[config.mk]
export PLATFORM = sky130hd
export DESIGN_NAME = cdd_channel_divider
export DESIGN_NICKNAME = d
export VERILOG_FILES = /design/src/design/cdd_pkg.sv /design/src/design/cdd_stage_if.sv /design/src/design/cdd_stage.sv /design/src/design/cdd_channel_divider.sv
export VERILOG_INCLUDE_DIRS = /design/src /design/src/design
export SDC_FILE = /design/constraint.sdc
export NUM_CORES = 1
export LEC_CHECK = 0
export ABC_AREA = 0
export BUFFER_PORTS_ARGS = -buffer_cell sky130_fd_sc_hd__buf_4
export CORE_MARGIN = 2
export CORE_UTILIZATION = 44
export DETAILED_ROUTE_END_ITERATION = 6
export HOLD_SLACK_MARGIN = 0.06
export SLEW_MARGIN = 20
export SYNTH_ARGS = -nofsm -noshare
export SYNTH_HDL_FRONTEND = slang
export SYNTH_SLANG_ARGS = --single-unit
[constraint.sdc]
create_clock -name ref_clk -period 5.3 [get_ports ref_clk]
set_input_delay 0.795 -clock ref_clk [delete_from_list [all_inputs] [get_ports ref_clk]]
set_output_delay 0.795 -clock ref_clk [all_outputs]
set_load 0.005 [all_outputs]
[src/design/cdd_map.svh]
/*
  Register offsets, field positions, reset values and fixed figures of the
  cascaded channel divider with duty-cycle correction.
  Assumes inclusion by bare name from the package and the design modules.
*/
`ifndef CDD_MAP_SVH
`define CDD_MAP_SVH

// Register offsets on the plain register port.
`define CDD_ADDR_W          8
`define CDD_OFF_STAGE1      8'h00
`define CDD_OFF_STAGE2      8'h04
`define CDD_OFF_BYPASS      8'h08
`define CDD_OFF_DCC         8'h0c
`define CDD_OFF_VCODIV      8'h10
`define CDD_OFF_STATUS      8'h14

// Divide field layout: low-cycle count above, high-cycle count below.
`define CDD_FLD_LOW_HI      7
`define CDD_FLD_LOW_LO      4
`define CDD_FLD_HIGH_HI     3
`define CDD_FLD_HIGH_LO     0

// Bypass, correction and pre-divider fields.
`define CDD_BIT_BYPASS1     0
`define CDD_BIT_BYPASS2     1
`define CDD_BIT_DCC_DISABLE 0
`define CDD_FLD_VCO_HI      2
`define CDD_FLD_VCO_LO      0
`define CDD_BIT_VCO_USE     3

// Status fields.
`define CDD_FLD_RATIO_HI    10
`define CDD_FLD_RATIO_LO    0
`define CDD_BIT_BAD_STAGE1  12
`define CDD_BIT_BAD_STAGE2  13
`define CDD_BIT_BAD_BYPASS  14
`define CDD_BIT_BAD_ORDER   15
`define CDD_BIT_DCC_ACTIVE  16
`define CDD_BIT_OUT_LEVEL   20

// Reset values.
`define CDD_RST_STAGE       8'h00
`define CDD_RST_BYPASS      2'h3
`define CDD_RST_DCC_DISABLE 1'h0
`define CDD_RST_VCO_RATIO   3'h2
`define CDD_RST_VCO_USE     1'h0

// Smallest pre-divide ratio; anything below passes the clock straight on.
`define CDD_VCO_MIN         3'h2

`endif

[src/design/cdd_pkg.sv]
/*
  Types of the cascaded channel divider: stage state, top-level state and
  the divide-stage phase enumeration.
  Assumes cdd_map.svh is on the include path.
*/
`include "cdd_map.svh"

package cdd_pkg;

  typedef enum logic [0:0] {
    CDD_LOW  = 1'b0,
    CDD_HIGH = 1'b1
  } cdd_phase_t;

  typedef struct packed {
    logic       prevIn;
    cdd_phase_t phase;
    logic [3:0] count;
    logic       primed;
    logic       extend;
    logic       outLevel;
  } cdd_stage_state_t;

  localparam cdd_stage_state_t CDD_STAGE_RST = '{
    prevIn:   1'b0,
    phase:    CDD_LOW,
    count:    4'h0,
    primed:   1'b1,
    extend:   1'b0,
    outLevel: 1'b0
  };

  typedef struct packed {
    logic        syncA;
    logic        syncB;
    logic [7:0]  stage1;
    logic [7:0]  stage2;
    logic [1:0]  bypass;
    logic        dccDisable;
    logic [2:0]  vcoRatio;
    logic        vcoUse;
    logic [31:0] rdData;
    logic        outLevel;
  } cdd_top_state_t;

endpackage

[src/design/cdd_stage_if.sv]
/*
  Carrier between the channel divider top and one divide stage: the input
  clock level, the stage settings and the divided output level.
  Assumes both ends run on ref_clk.
*/
interface cdd_stage_if;
  logic       clkLevel;
  logic [3:0] highCnt;
  logic [3:0] lowCnt;
  logic       bypass;
  logic       dccEnable;
  logic       outLevel;

  modport stage (
    input  clkLevel,
    input  highCnt,
    input  lowCnt,
    input  bypass,
    input  dccEnable,
    output outLevel
  );

  modport ctrl (
    output clkLevel,
    output highCnt,
    output lowCnt,
    output bypass,
    output dccEnable,
    input  outLevel
  );
endinterface

[src/design/cdd_stage.sv]
/*
  One divide stage: counts rising edges of its input level, drives the high
  phase then the low phase, and with correction on stretches the high phase
  of an odd ratio set one low cycle longer to the next falling input edge.
  Assumes the input level is already synchronous to ref_clk.
*/
module cdd_stage
  import cdd_pkg::*;
(
  // Clock and reset.
  input  wire logic  ref_clk,
  input  wire logic  rst_n,
  // Stage link.
  cdd_stage_if.stage link
);

  cdd_stage_state_t s;
  cdd_stage_state_t next_s;

  logic rise;
  logic fall;
  logic oddMatched;

  always_comb
  begin
    next_s = s;
    rise = link.clkLevel & ~s.prevIn;
    fall = ~link.clkLevel & s.prevIn;
    // Half a cycle of stretch only balances an odd ratio set one low cycle longer.
    oddMatched = ({1'b0, link.lowCnt} == 5'(link.highCnt) + 5'h01);
    next_s.prevIn = link.clkLevel;
    if (link.bypass)
    begin
      next_s.outLevel = link.clkLevel;
      next_s.phase = CDD_LOW;
      next_s.count = 4'h0;
      next_s.primed = 1'b1;
      next_s.extend = 1'b0;
    end
    else
    begin
      if (fall && s.extend)
      begin
        next_s.outLevel = 1'b0;
        next_s.extend = 1'b0;
      end
      if (rise)
      begin
        unique case (s.phase)
          CDD_HIGH:
          begin
            // A count already past a shortened limit ends the phase at once instead of wrapping.
            if (s.count >= link.highCnt)
            begin
              next_s.phase = CDD_LOW;
              next_s.count = 4'h0;
              if (link.dccEnable && oddMatched)
              begin
                next_s.extend = 1'b1;
              end
              else
              begin
                next_s.outLevel = 1'b0;
              end
            end
            else
            begin
              next_s.count = 4'(s.count + 4'h1);
            end
          end
          CDD_LOW:
          begin
            if (s.primed || s.count >= link.lowCnt)
            begin
              next_s.phase = CDD_HIGH;
              next_s.count = 4'h0;
              next_s.primed = 1'b0;
              next_s.extend = 1'b0;
              next_s.outLevel = 1'b1;
            end
            else
            begin
              next_s.count = 4'(s.count + 4'h1);
            end
          end
        endcase
      end
    end
  end

  always_ff @(posedge ref_clk or negedge rst_n)
  begin
    if (!rst_n)
    begin
      s <= CDD_STAGE_RST;
    end
    else
    begin
      s <= next_s;
    end
  end

  assign link.outLevel = s.outLevel;

endmodule

[src/design/cdd_channel_divider.sv]
/*
  Channel divider with duty-cycle correction: optional pre-divider, then two
  cascaded 2 to 32 stages, with settings and status on a plain register port.
  Assumes distClkIn is asynchronous to ref_clk and well below its rate.
*/
// Behaviour
// - No correction, pre-divider: fixed or high-count duty.
// - No correction, no pre-divider: pass or high-count.
// - Correction with 50% input gives 50%; the code drops the correction in both stages, but not in the pre-divider, when any bad-settings status flag is set.
// - Correction stretches odd high phase by input; the code does so only when the low field is the high field plus one.
// - Fields hold cycle count minus one.
// - Channel ratio is product of stage ratios.
// - Correction on at reset; one disable bit.
`include "cdd_map.svh"

module cdd_channel_divider
  import cdd_pkg::*;
(
  // Clock and reset.
  input  wire  logic                    ref_clk,
  input  wire  logic                    rst_n,
  // Register port.
  input  wire  logic [`CDD_ADDR_W-1:0]  regAddr,
  input  wire  logic [31:0]             regWrData,
  input  wire  logic                    regWr,
  input  wire  logic                    regRd,
  output logic       [31:0]             regRdData,
  // Clock path.
  input  wire  logic                    distClkIn,
  output logic                          divClkOut
);

  cdd_top_state_t s;
  cdd_top_state_t next_s;

  cdd_stage_if preLink ();
  cdd_stage_if st1Link ();
  cdd_stage_if st2Link ();

  // A stage ratio as seen by the channel: bypass counts as one.
  function automatic logic [5:0] stageRatio(input logic [7:0] fld, input logic byp);
    logic [5:0] r;
    r = 6'(fld[`CDD_FLD_HIGH_HI:`CDD_FLD_HIGH_LO]) + 6'(fld[`CDD_FLD_LOW_HI:`CDD_FLD_LOW_LO]) + 6'h02;
    return byp ? 6'h01 : r;
  endfunction

  // Settings that break the correction for one active stage.
  function automatic logic stageBad(input logic [7:0] fld, input logic byp);
    logic [3:0] hi;
    logic [3:0] lo;
    hi = fld[`CDD_FLD_HIGH_HI:`CDD_FLD_HIGH_LO];
    lo = fld[`CDD_FLD_LOW_HI:`CDD_FLD_LOW_LO];
    if (byp)
    begin
      return 1'b0;
    end
    else if (hi[0] == lo[0])
    begin
      return lo != hi;
    end
    else
    begin
      return {1'b0, lo} != 5'(hi) + 5'h01;
    end
  endfunction

  logic [5:0]  ratio1;
  logic [5:0]  ratio2;
  logic [10:0] chanRatio;
  logic        badStage1;
  logic        badStage2;
  logic        badBypass;
  logic        badOrder;
  logic        dccOn;
  logic        dccEffective;
  logic        preActive;
  logic [2:0]  preHigh;
  logic [2:0]  preLow;
  logic [31:0] statusWord;

  always_comb
  begin
    ratio1 = stageRatio(s.stage1, s.bypass[`CDD_BIT_BYPASS1]);
    ratio2 = stageRatio(s.stage2, s.bypass[`CDD_BIT_BYPASS2]);
    chanRatio = 11'(ratio1) * 11'(ratio2);
    badStage1 = stageBad(s.stage1, s.bypass[`CDD_BIT_BYPASS1]);
    badStage2 = stageBad(s.stage2, s.bypass[`CDD_BIT_BYPASS2]);
    badBypass = s.bypass[`CDD_BIT_BYPASS1] & ~s.bypass[`CDD_BIT_BYPASS2];
    badOrder = ~s.bypass[`CDD_BIT_BYPASS1] & ~s.bypass[`CDD_BIT_BYPASS2]
             & ~ratio1[0] & ratio2[0];
    dccOn = ~s.dccDisable;
    // Violated settings lose the correction rather than give an odd duty.
    dccEffective = dccOn & ~(badStage1 | badStage2 | badBypass | badOrder);
    preActive = s.vcoUse && (s.vcoRatio >= `CDD_VCO_MIN);
    // The pre-divider keeps the shorter half high: 3 gives 1 of 3, 5 gives 2 of 5.
    preHigh = 3'(s.vcoRatio >> 1);
    preLow = 3'(s.vcoRatio - preHigh);
  end

  always_comb
  begin
    statusWord = 32'h0000_0000;
    statusWord[`CDD_FLD_RATIO_HI:`CDD_FLD_RATIO_LO] = chanRatio;
    statusWord[`CDD_BIT_BAD_STAGE1] = badStage1;
    statusWord[`CDD_BIT_BAD_STAGE2] = badStage2;
    statusWord[`CDD_BIT_BAD_BYPASS] = badBypass;
    statusWord[`CDD_BIT_BAD_ORDER] = badOrder;
    statusWord[`CDD_BIT_DCC_ACTIVE] = dccEffective;
    statusWord[`CDD_BIT_OUT_LEVEL] = s.outLevel;
  end

  // Stage wiring: pre-divider, first stage, second stage in cascade.
  assign preLink.clkLevel = s.syncB;
  assign preLink.highCnt = 4'(preHigh - 3'h1);
  assign preLink.lowCnt = 4'(preLow - 3'h1);
  assign preLink.bypass = ~preActive;
  assign preLink.dccEnable = dccOn;

  assign st1Link.clkLevel = preLink.outLevel;
  assign st1Link.highCnt = s.stage1[`CDD_FLD_HIGH_HI:`CDD_FLD_HIGH_LO];
  assign st1Link.lowCnt = s.stage1[`CDD_FLD_LOW_HI:`CDD_FLD_LOW_LO];
  assign st1Link.bypass = s.bypass[`CDD_BIT_BYPASS1];
  assign st1Link.dccEnable = dccEffective;

  assign st2Link.clkLevel = st1Link.outLevel;
  assign st2Link.highCnt = s.stage2[`CDD_FLD_HIGH_HI:`CDD_FLD_HIGH_LO];
  assign st2Link.lowCnt = s.stage2[`CDD_FLD_LOW_HI:`CDD_FLD_LOW_LO];
  assign st2Link.bypass = s.bypass[`CDD_BIT_BYPASS2];
  assign st2Link.dccEnable = dccEffective;

  cdd_stage u_pre (
    .ref_clk (ref_clk),
    .rst_n   (rst_n),
    .link    (preLink)
  );

  cdd_stage u_st1 (
    .ref_clk (ref_clk),
    .rst_n   (rst_n),
    .link    (st1Link)
  );

  cdd_stage u_st2 (
    .ref_clk (ref_clk),
    .rst_n   (rst_n),
    .link    (st2Link)
  );

  always_comb
  begin
    next_s = s;
    // Only the second flop of the pin synchroniser feeds any logic.
    next_s.syncA = distClkIn;
    next_s.syncB = s.syncA;
    // The last active stage sets the duty; a bypassed stage passes its input on.
    next_s.outLevel = st2Link.outLevel;
    next_s.rdData = 32'h0000_0000;
    if (regWr)
    begin
      unique case (regAddr)
        `CDD_OFF_STAGE1: next_s.stage1 = regWrData[7:0];
        `CDD_OFF_STAGE2: next_s.stage2 = regWrData[7:0];
        `CDD_OFF_BYPASS:
        begin
          next_s.bypass[`CDD_BIT_BYPASS1] = regWrData[`CDD_BIT_BYPASS1];
          next_s.bypass[`CDD_BIT_BYPASS2] = regWrData[`CDD_BIT_BYPASS2];
        end
        `CDD_OFF_DCC: next_s.dccDisable = regWrData[`CDD_BIT_DCC_DISABLE];
        `CDD_OFF_VCODIV:
        begin
          next_s.vcoRatio = regWrData[`CDD_FLD_VCO_HI:`CDD_FLD_VCO_LO];
          next_s.vcoUse = regWrData[`CDD_BIT_VCO_USE];
        end
        default: next_s.rdData = 32'h0000_0000;
      endcase
    end
    if (regRd)
    begin
      unique case (regAddr)
        `CDD_OFF_STAGE1: next_s.rdData = {24'h00_0000, s.stage1};
        `CDD_OFF_STAGE2: next_s.rdData = {24'h00_0000, s.stage2};
        `CDD_OFF_BYPASS: next_s.rdData = {30'h0000_0000, s.bypass};
        `CDD_OFF_DCC:    next_s.rdData = {31'h0000_0000, s.dccDisable};
        `CDD_OFF_VCODIV: next_s.rdData = {28'h000_0000, s.vcoUse, s.vcoRatio};
        `CDD_OFF_STATUS: next_s.rdData = statusWord;
        default:         next_s.rdData = 32'h0000_0000;
      endcase
    end
  end

  always_ff @(posedge ref_clk or negedge rst_n)
  begin
    if (!rst_n)
    begin
      s <= '{
        syncA:      1'b0,
        syncB:      1'b0,
        stage1:     `CDD_RST_STAGE,
        stage2:     `CDD_RST_STAGE,
        bypass:     `CDD_RST_BYPASS,
        dccDisable: `CDD_RST_DCC_DISABLE,
        vcoRatio:   `CDD_RST_VCO_RATIO,
        vcoUse:     `CDD_RST_VCO_USE,
        rdData:     32'h0000_0000,
        outLevel:   1'b0
      };
    end
    else
    begin
      s <= next_s;
    end
  end

  assign regRdData = s.rdData;
  assign divClkOut = s.outLevel;

endmodule

==> summary.md <==
| Metric | Value |
|---|---|
| Status | `complete, no violations` |
| Clock Sinks | `70` |
| DR iter-0 viols | `196` |
| Reg2Reg Launch Point | `s[45]` |
| Crit path DAT | `around 5.2 ns` |
| Largest net degree at the start of global routing | `71` |
| Mean number of vias per cell | `5.21` |
| Sequential element share of the synthesized area | `30.3%` |
| Detailed placer's ending HPWL | `between 10000 and 15000 um` |
| Critical-path cell list | `inv_1 > ha_1 > inv_1 > ha_1 > fa_1 > a21oi_1 > or3b_2 > or2_2 > fa_1 > fa_1 > fa_1 > inv_1 > ha_1 > a21oi_1 > o21ai_0 > o41ai_2 > xnor2_1 > nor2_1` |
| Setup Viol. Count Final | `0` |
| DRC violations left | `0` |
| Max Clk Rate | `about 200 MHz` |
| Vias in the first global route | `around 4200` |
| Global placement routability congestion | `between 0.8 and 0.9` |
| Proportion of layout cells with a drive suffix above 1 | `17.9%` |
| H-tree depth | `3` |
| R2R depth | `18` |
| Post-synth top flop | `dfrtp_1` |
| Final period utilization | `94.5%` |
| Most frequent cells in the layout | `ha_1, nor2_1, dfrtp_1` |
| WHS Path Cells | `0` |
| Layout Utilization | `around half` |
| Final min period | `roughly 5.0 ns` |
| Cts bufs inserted | `9` |
| Final #Nets | `789` |
| Setup crit end kind | `flip-flop` |
| PwrDens | `about 340 nW/um^2` |
| Unrepaired setup endpoints after global routing | `no` |
| Hold path endpoint | `preLink.clkLevel` |
| Starting density of the core | `45.6%` |
| Final hold violations | `0` |
| Ports | `78` |
| Commonest non-fill, non-tap cell in the layout | `ha_1` |
| Clock root buffer | `clkbuf_16` |
| Post-route insts no fill | `835` |
| Fill cell count | `1193` |
| Number of synthesized flops with an enable pin | `0` |
| Crit-path slowest cell | `fa_1` |
| Core region area | `between 10000 and 15000 sq um` |
| Area of the mapped netlist | `5800 sq um` |
| Mapped Cells | `624` |
| Max incr delay on CP | `0.54 ns` |
| Die ar. | `14100 sq um` |
| Max-slew violations | `0` |
| Count of standard-cell rows | `41` |
| First-pass GRT wire length | `21600 um` |
| Die Height | `119 um` |
| Die Width | `119 um` |
| Routed len/inst | `15.7 um` |
| Max rail drop VDD | `0.000259 V` |
| Placed Instances | `819` |
| Worst hold start | `next_s[56]` |
| Initial antenna violation count | `0` |
| Cts hold-fix bufs | `0` |
| WHS | `0.351 ns` |
| Synth cell types | `62` |
| Max Cap Viol | `0` |
| Clk_skew | `0.00787 ns` |
| Startpoint types | `flip-flop` |
| HP Class | `reg2reg` |
| Syn Area/Cell | `9.30 sq um` |
| Overflow after GRT | `0` |
| Total number of vias | `4347` |
| Skew-Pair Late Insertion Delay | `approximately 0.35 ns` |
| Most frequent CP cell | `fa_1` |
| Area growth syn-to-layout | `12.4%` |
| R2r endpoint | `regRdData[10]` |
| CTS tree | `built` |
| Setup TNS | `0 ns` |
| Routed Antenna Nets | `0` |
| Tot GR Track Use | `19.4%` |
| Pre-antenna DRT Iters | `4` |
| Flop2flop setup slack | `0.29 ns` |
| CP max FO | `3` |
| Bufs and invs on worst path | `3` |
| Async SR Flop Fraction | `100%` |
| Max-slew headroom | `39.4%` |
| Final wirelength | `13100 um` |
| Top delay family on crit path | `adder cells` |
| Clock-pin slew on the worst setup and hold paths | `around 0.06 ns` |
| Leak | `3.22 nW` |
| Number of port buffers | `38` |
| Antenna cells | `0` |
| Register bit total from synthesis | `70` |
| Yosys Warn Count | `0` |
| CP Class | `reg2reg` |
| Tightest Pin Transition | `between 0.9 and 1 ns` |
| CTS max path bufs | `2` |
| Worst EP required | `5.53 ns` |
## cells by family after synthesis
logic type / share of synthesized area, %
xor gates and xnor gates: 5.41
DFF: 30.3
adders and majority gates: 21.0
muxes: 4.77
AOI/OAI and AO/OA: 12.3
and+or+nand+nor: 17.2
buffers and inverters: 8.91
other: 0.0646
## cell type report
class	instances	area (sq um)	share of cell area, %
Tap cell	172	215	3.30
Timing Repair Buffer	56	420	6.45
Inverter	52	195	2.99
Clock inverter	7	121	1.86
Sequential cell	70	1760	27.0
Multi-Input combinational cell	469	3580	55.0
Clock buffer	9	225	3.45
## synth_stat cells (all sizes together) (2+ instances only)
master / count / area, sq um
and3: 7 / 43.8
nor2b: 5 / 31.3
or4: 3 / 26.3
nand3: 13 / 65.1
fa: 19 / 380
or2: 8 / 50.1
nor3: 9 / 50.1
dfstp: 6 / 158
nand4: 7 / 43.8
xnor2: 18 / 158
dfrtp: 64 / 1600
a22oi: 9 / 67.6
or3: 2 / 12.5
nand2: 44 / 165
nor2: 65 / 244
nand3b: 2 / 15.0
or3b: 2 / 17.5
nor3b: 4 / 35.0
and2b: 2 / 16.3
xor2: 17 / 156
inv: 52 / 195
and2: 2 / 12.5
nand2b: 20 / 125
a21o: 16 / 120
mux2i: 4 / 40.0
o21ai: 31 / 155
clkbuf: 12 / 55.1
buf: 35 / 267
nor4b: 2 / 17.5
a21oi: 28 / 144
a211o: 2 / 17.5
o31ai: 3 / 22.5
mux2: 19 / 214
a211oi: 6 / 45.0
ha: 67 / 838
## where the power goes
group	switching [mW]	internal (mW)
clock network	0.257	0.462
logic	0.430	0.349
registers	0.0784	0.609
total	0.766	1.42
## per-stage QoR
stage / power (mW) / cell area, sq um / worst slack [ns]
finish: 2.19 / 6520 / 0.290
global route: 2.35 / 6520 / 0.00487
CTS: 2.20 / 6510 / 0.168
detailed placement: 1.48 / 6170 / 0.182
global placement: 1.45 / 6170 / 0.227
floorplan: 1.26 / 5850 / 0.451
## sequential cells by signal, indices dropped and copies added, names as in the netlist
name                 count
u_st2.s                  8
u_st1.s                  8
u_st1.link.outLevel      1
divClkOut                1
next_s                   1
u_pre.link.outLevel      1
preLink.clkLevel         1
u_pre.s                  8
u_st2.link.outLevel      1
preHigh                  2
regRdData               17
s                       21
## worst max path at each step
stage / from / end / slack (ns) / cells past startpoint
global route: s[45] / regRdData[10] / 0.005 / 18
global placement: s[45] / regRdData[10] / 0.23 / 18
CTS: s[45] / regRdData[10] / 0.17 / 18
floorplan: s[41] / regRdData[10] / 0.45 / 18
finish: s[45] / regRdData[10] / 0.29 / 18
detailed placement: s[45] / regRdData[10] / 0.18 / 18
## layer usage
| layer | wire length (um) | GRT usage (%) | vias up |
|---|---|---|---|
| met5 | 0 | 0 | - |
| met4 | 283 | 7.37 | 0 |
| met3 | 435 | 3.26 | 16 |
| met2 | 5940 | 29.5 | 68 |
| met1 | 6440 | 27.6 | 2107 |
| li1 | - | - | 2156 |
## what timing repair did
item	4_1_cts	5_1_grt
setup buffers	0	0
endpoints found under the setup margin	0	1
resized for setup	0	1
No activity file was read; power rests on OpenSTA's default activity.
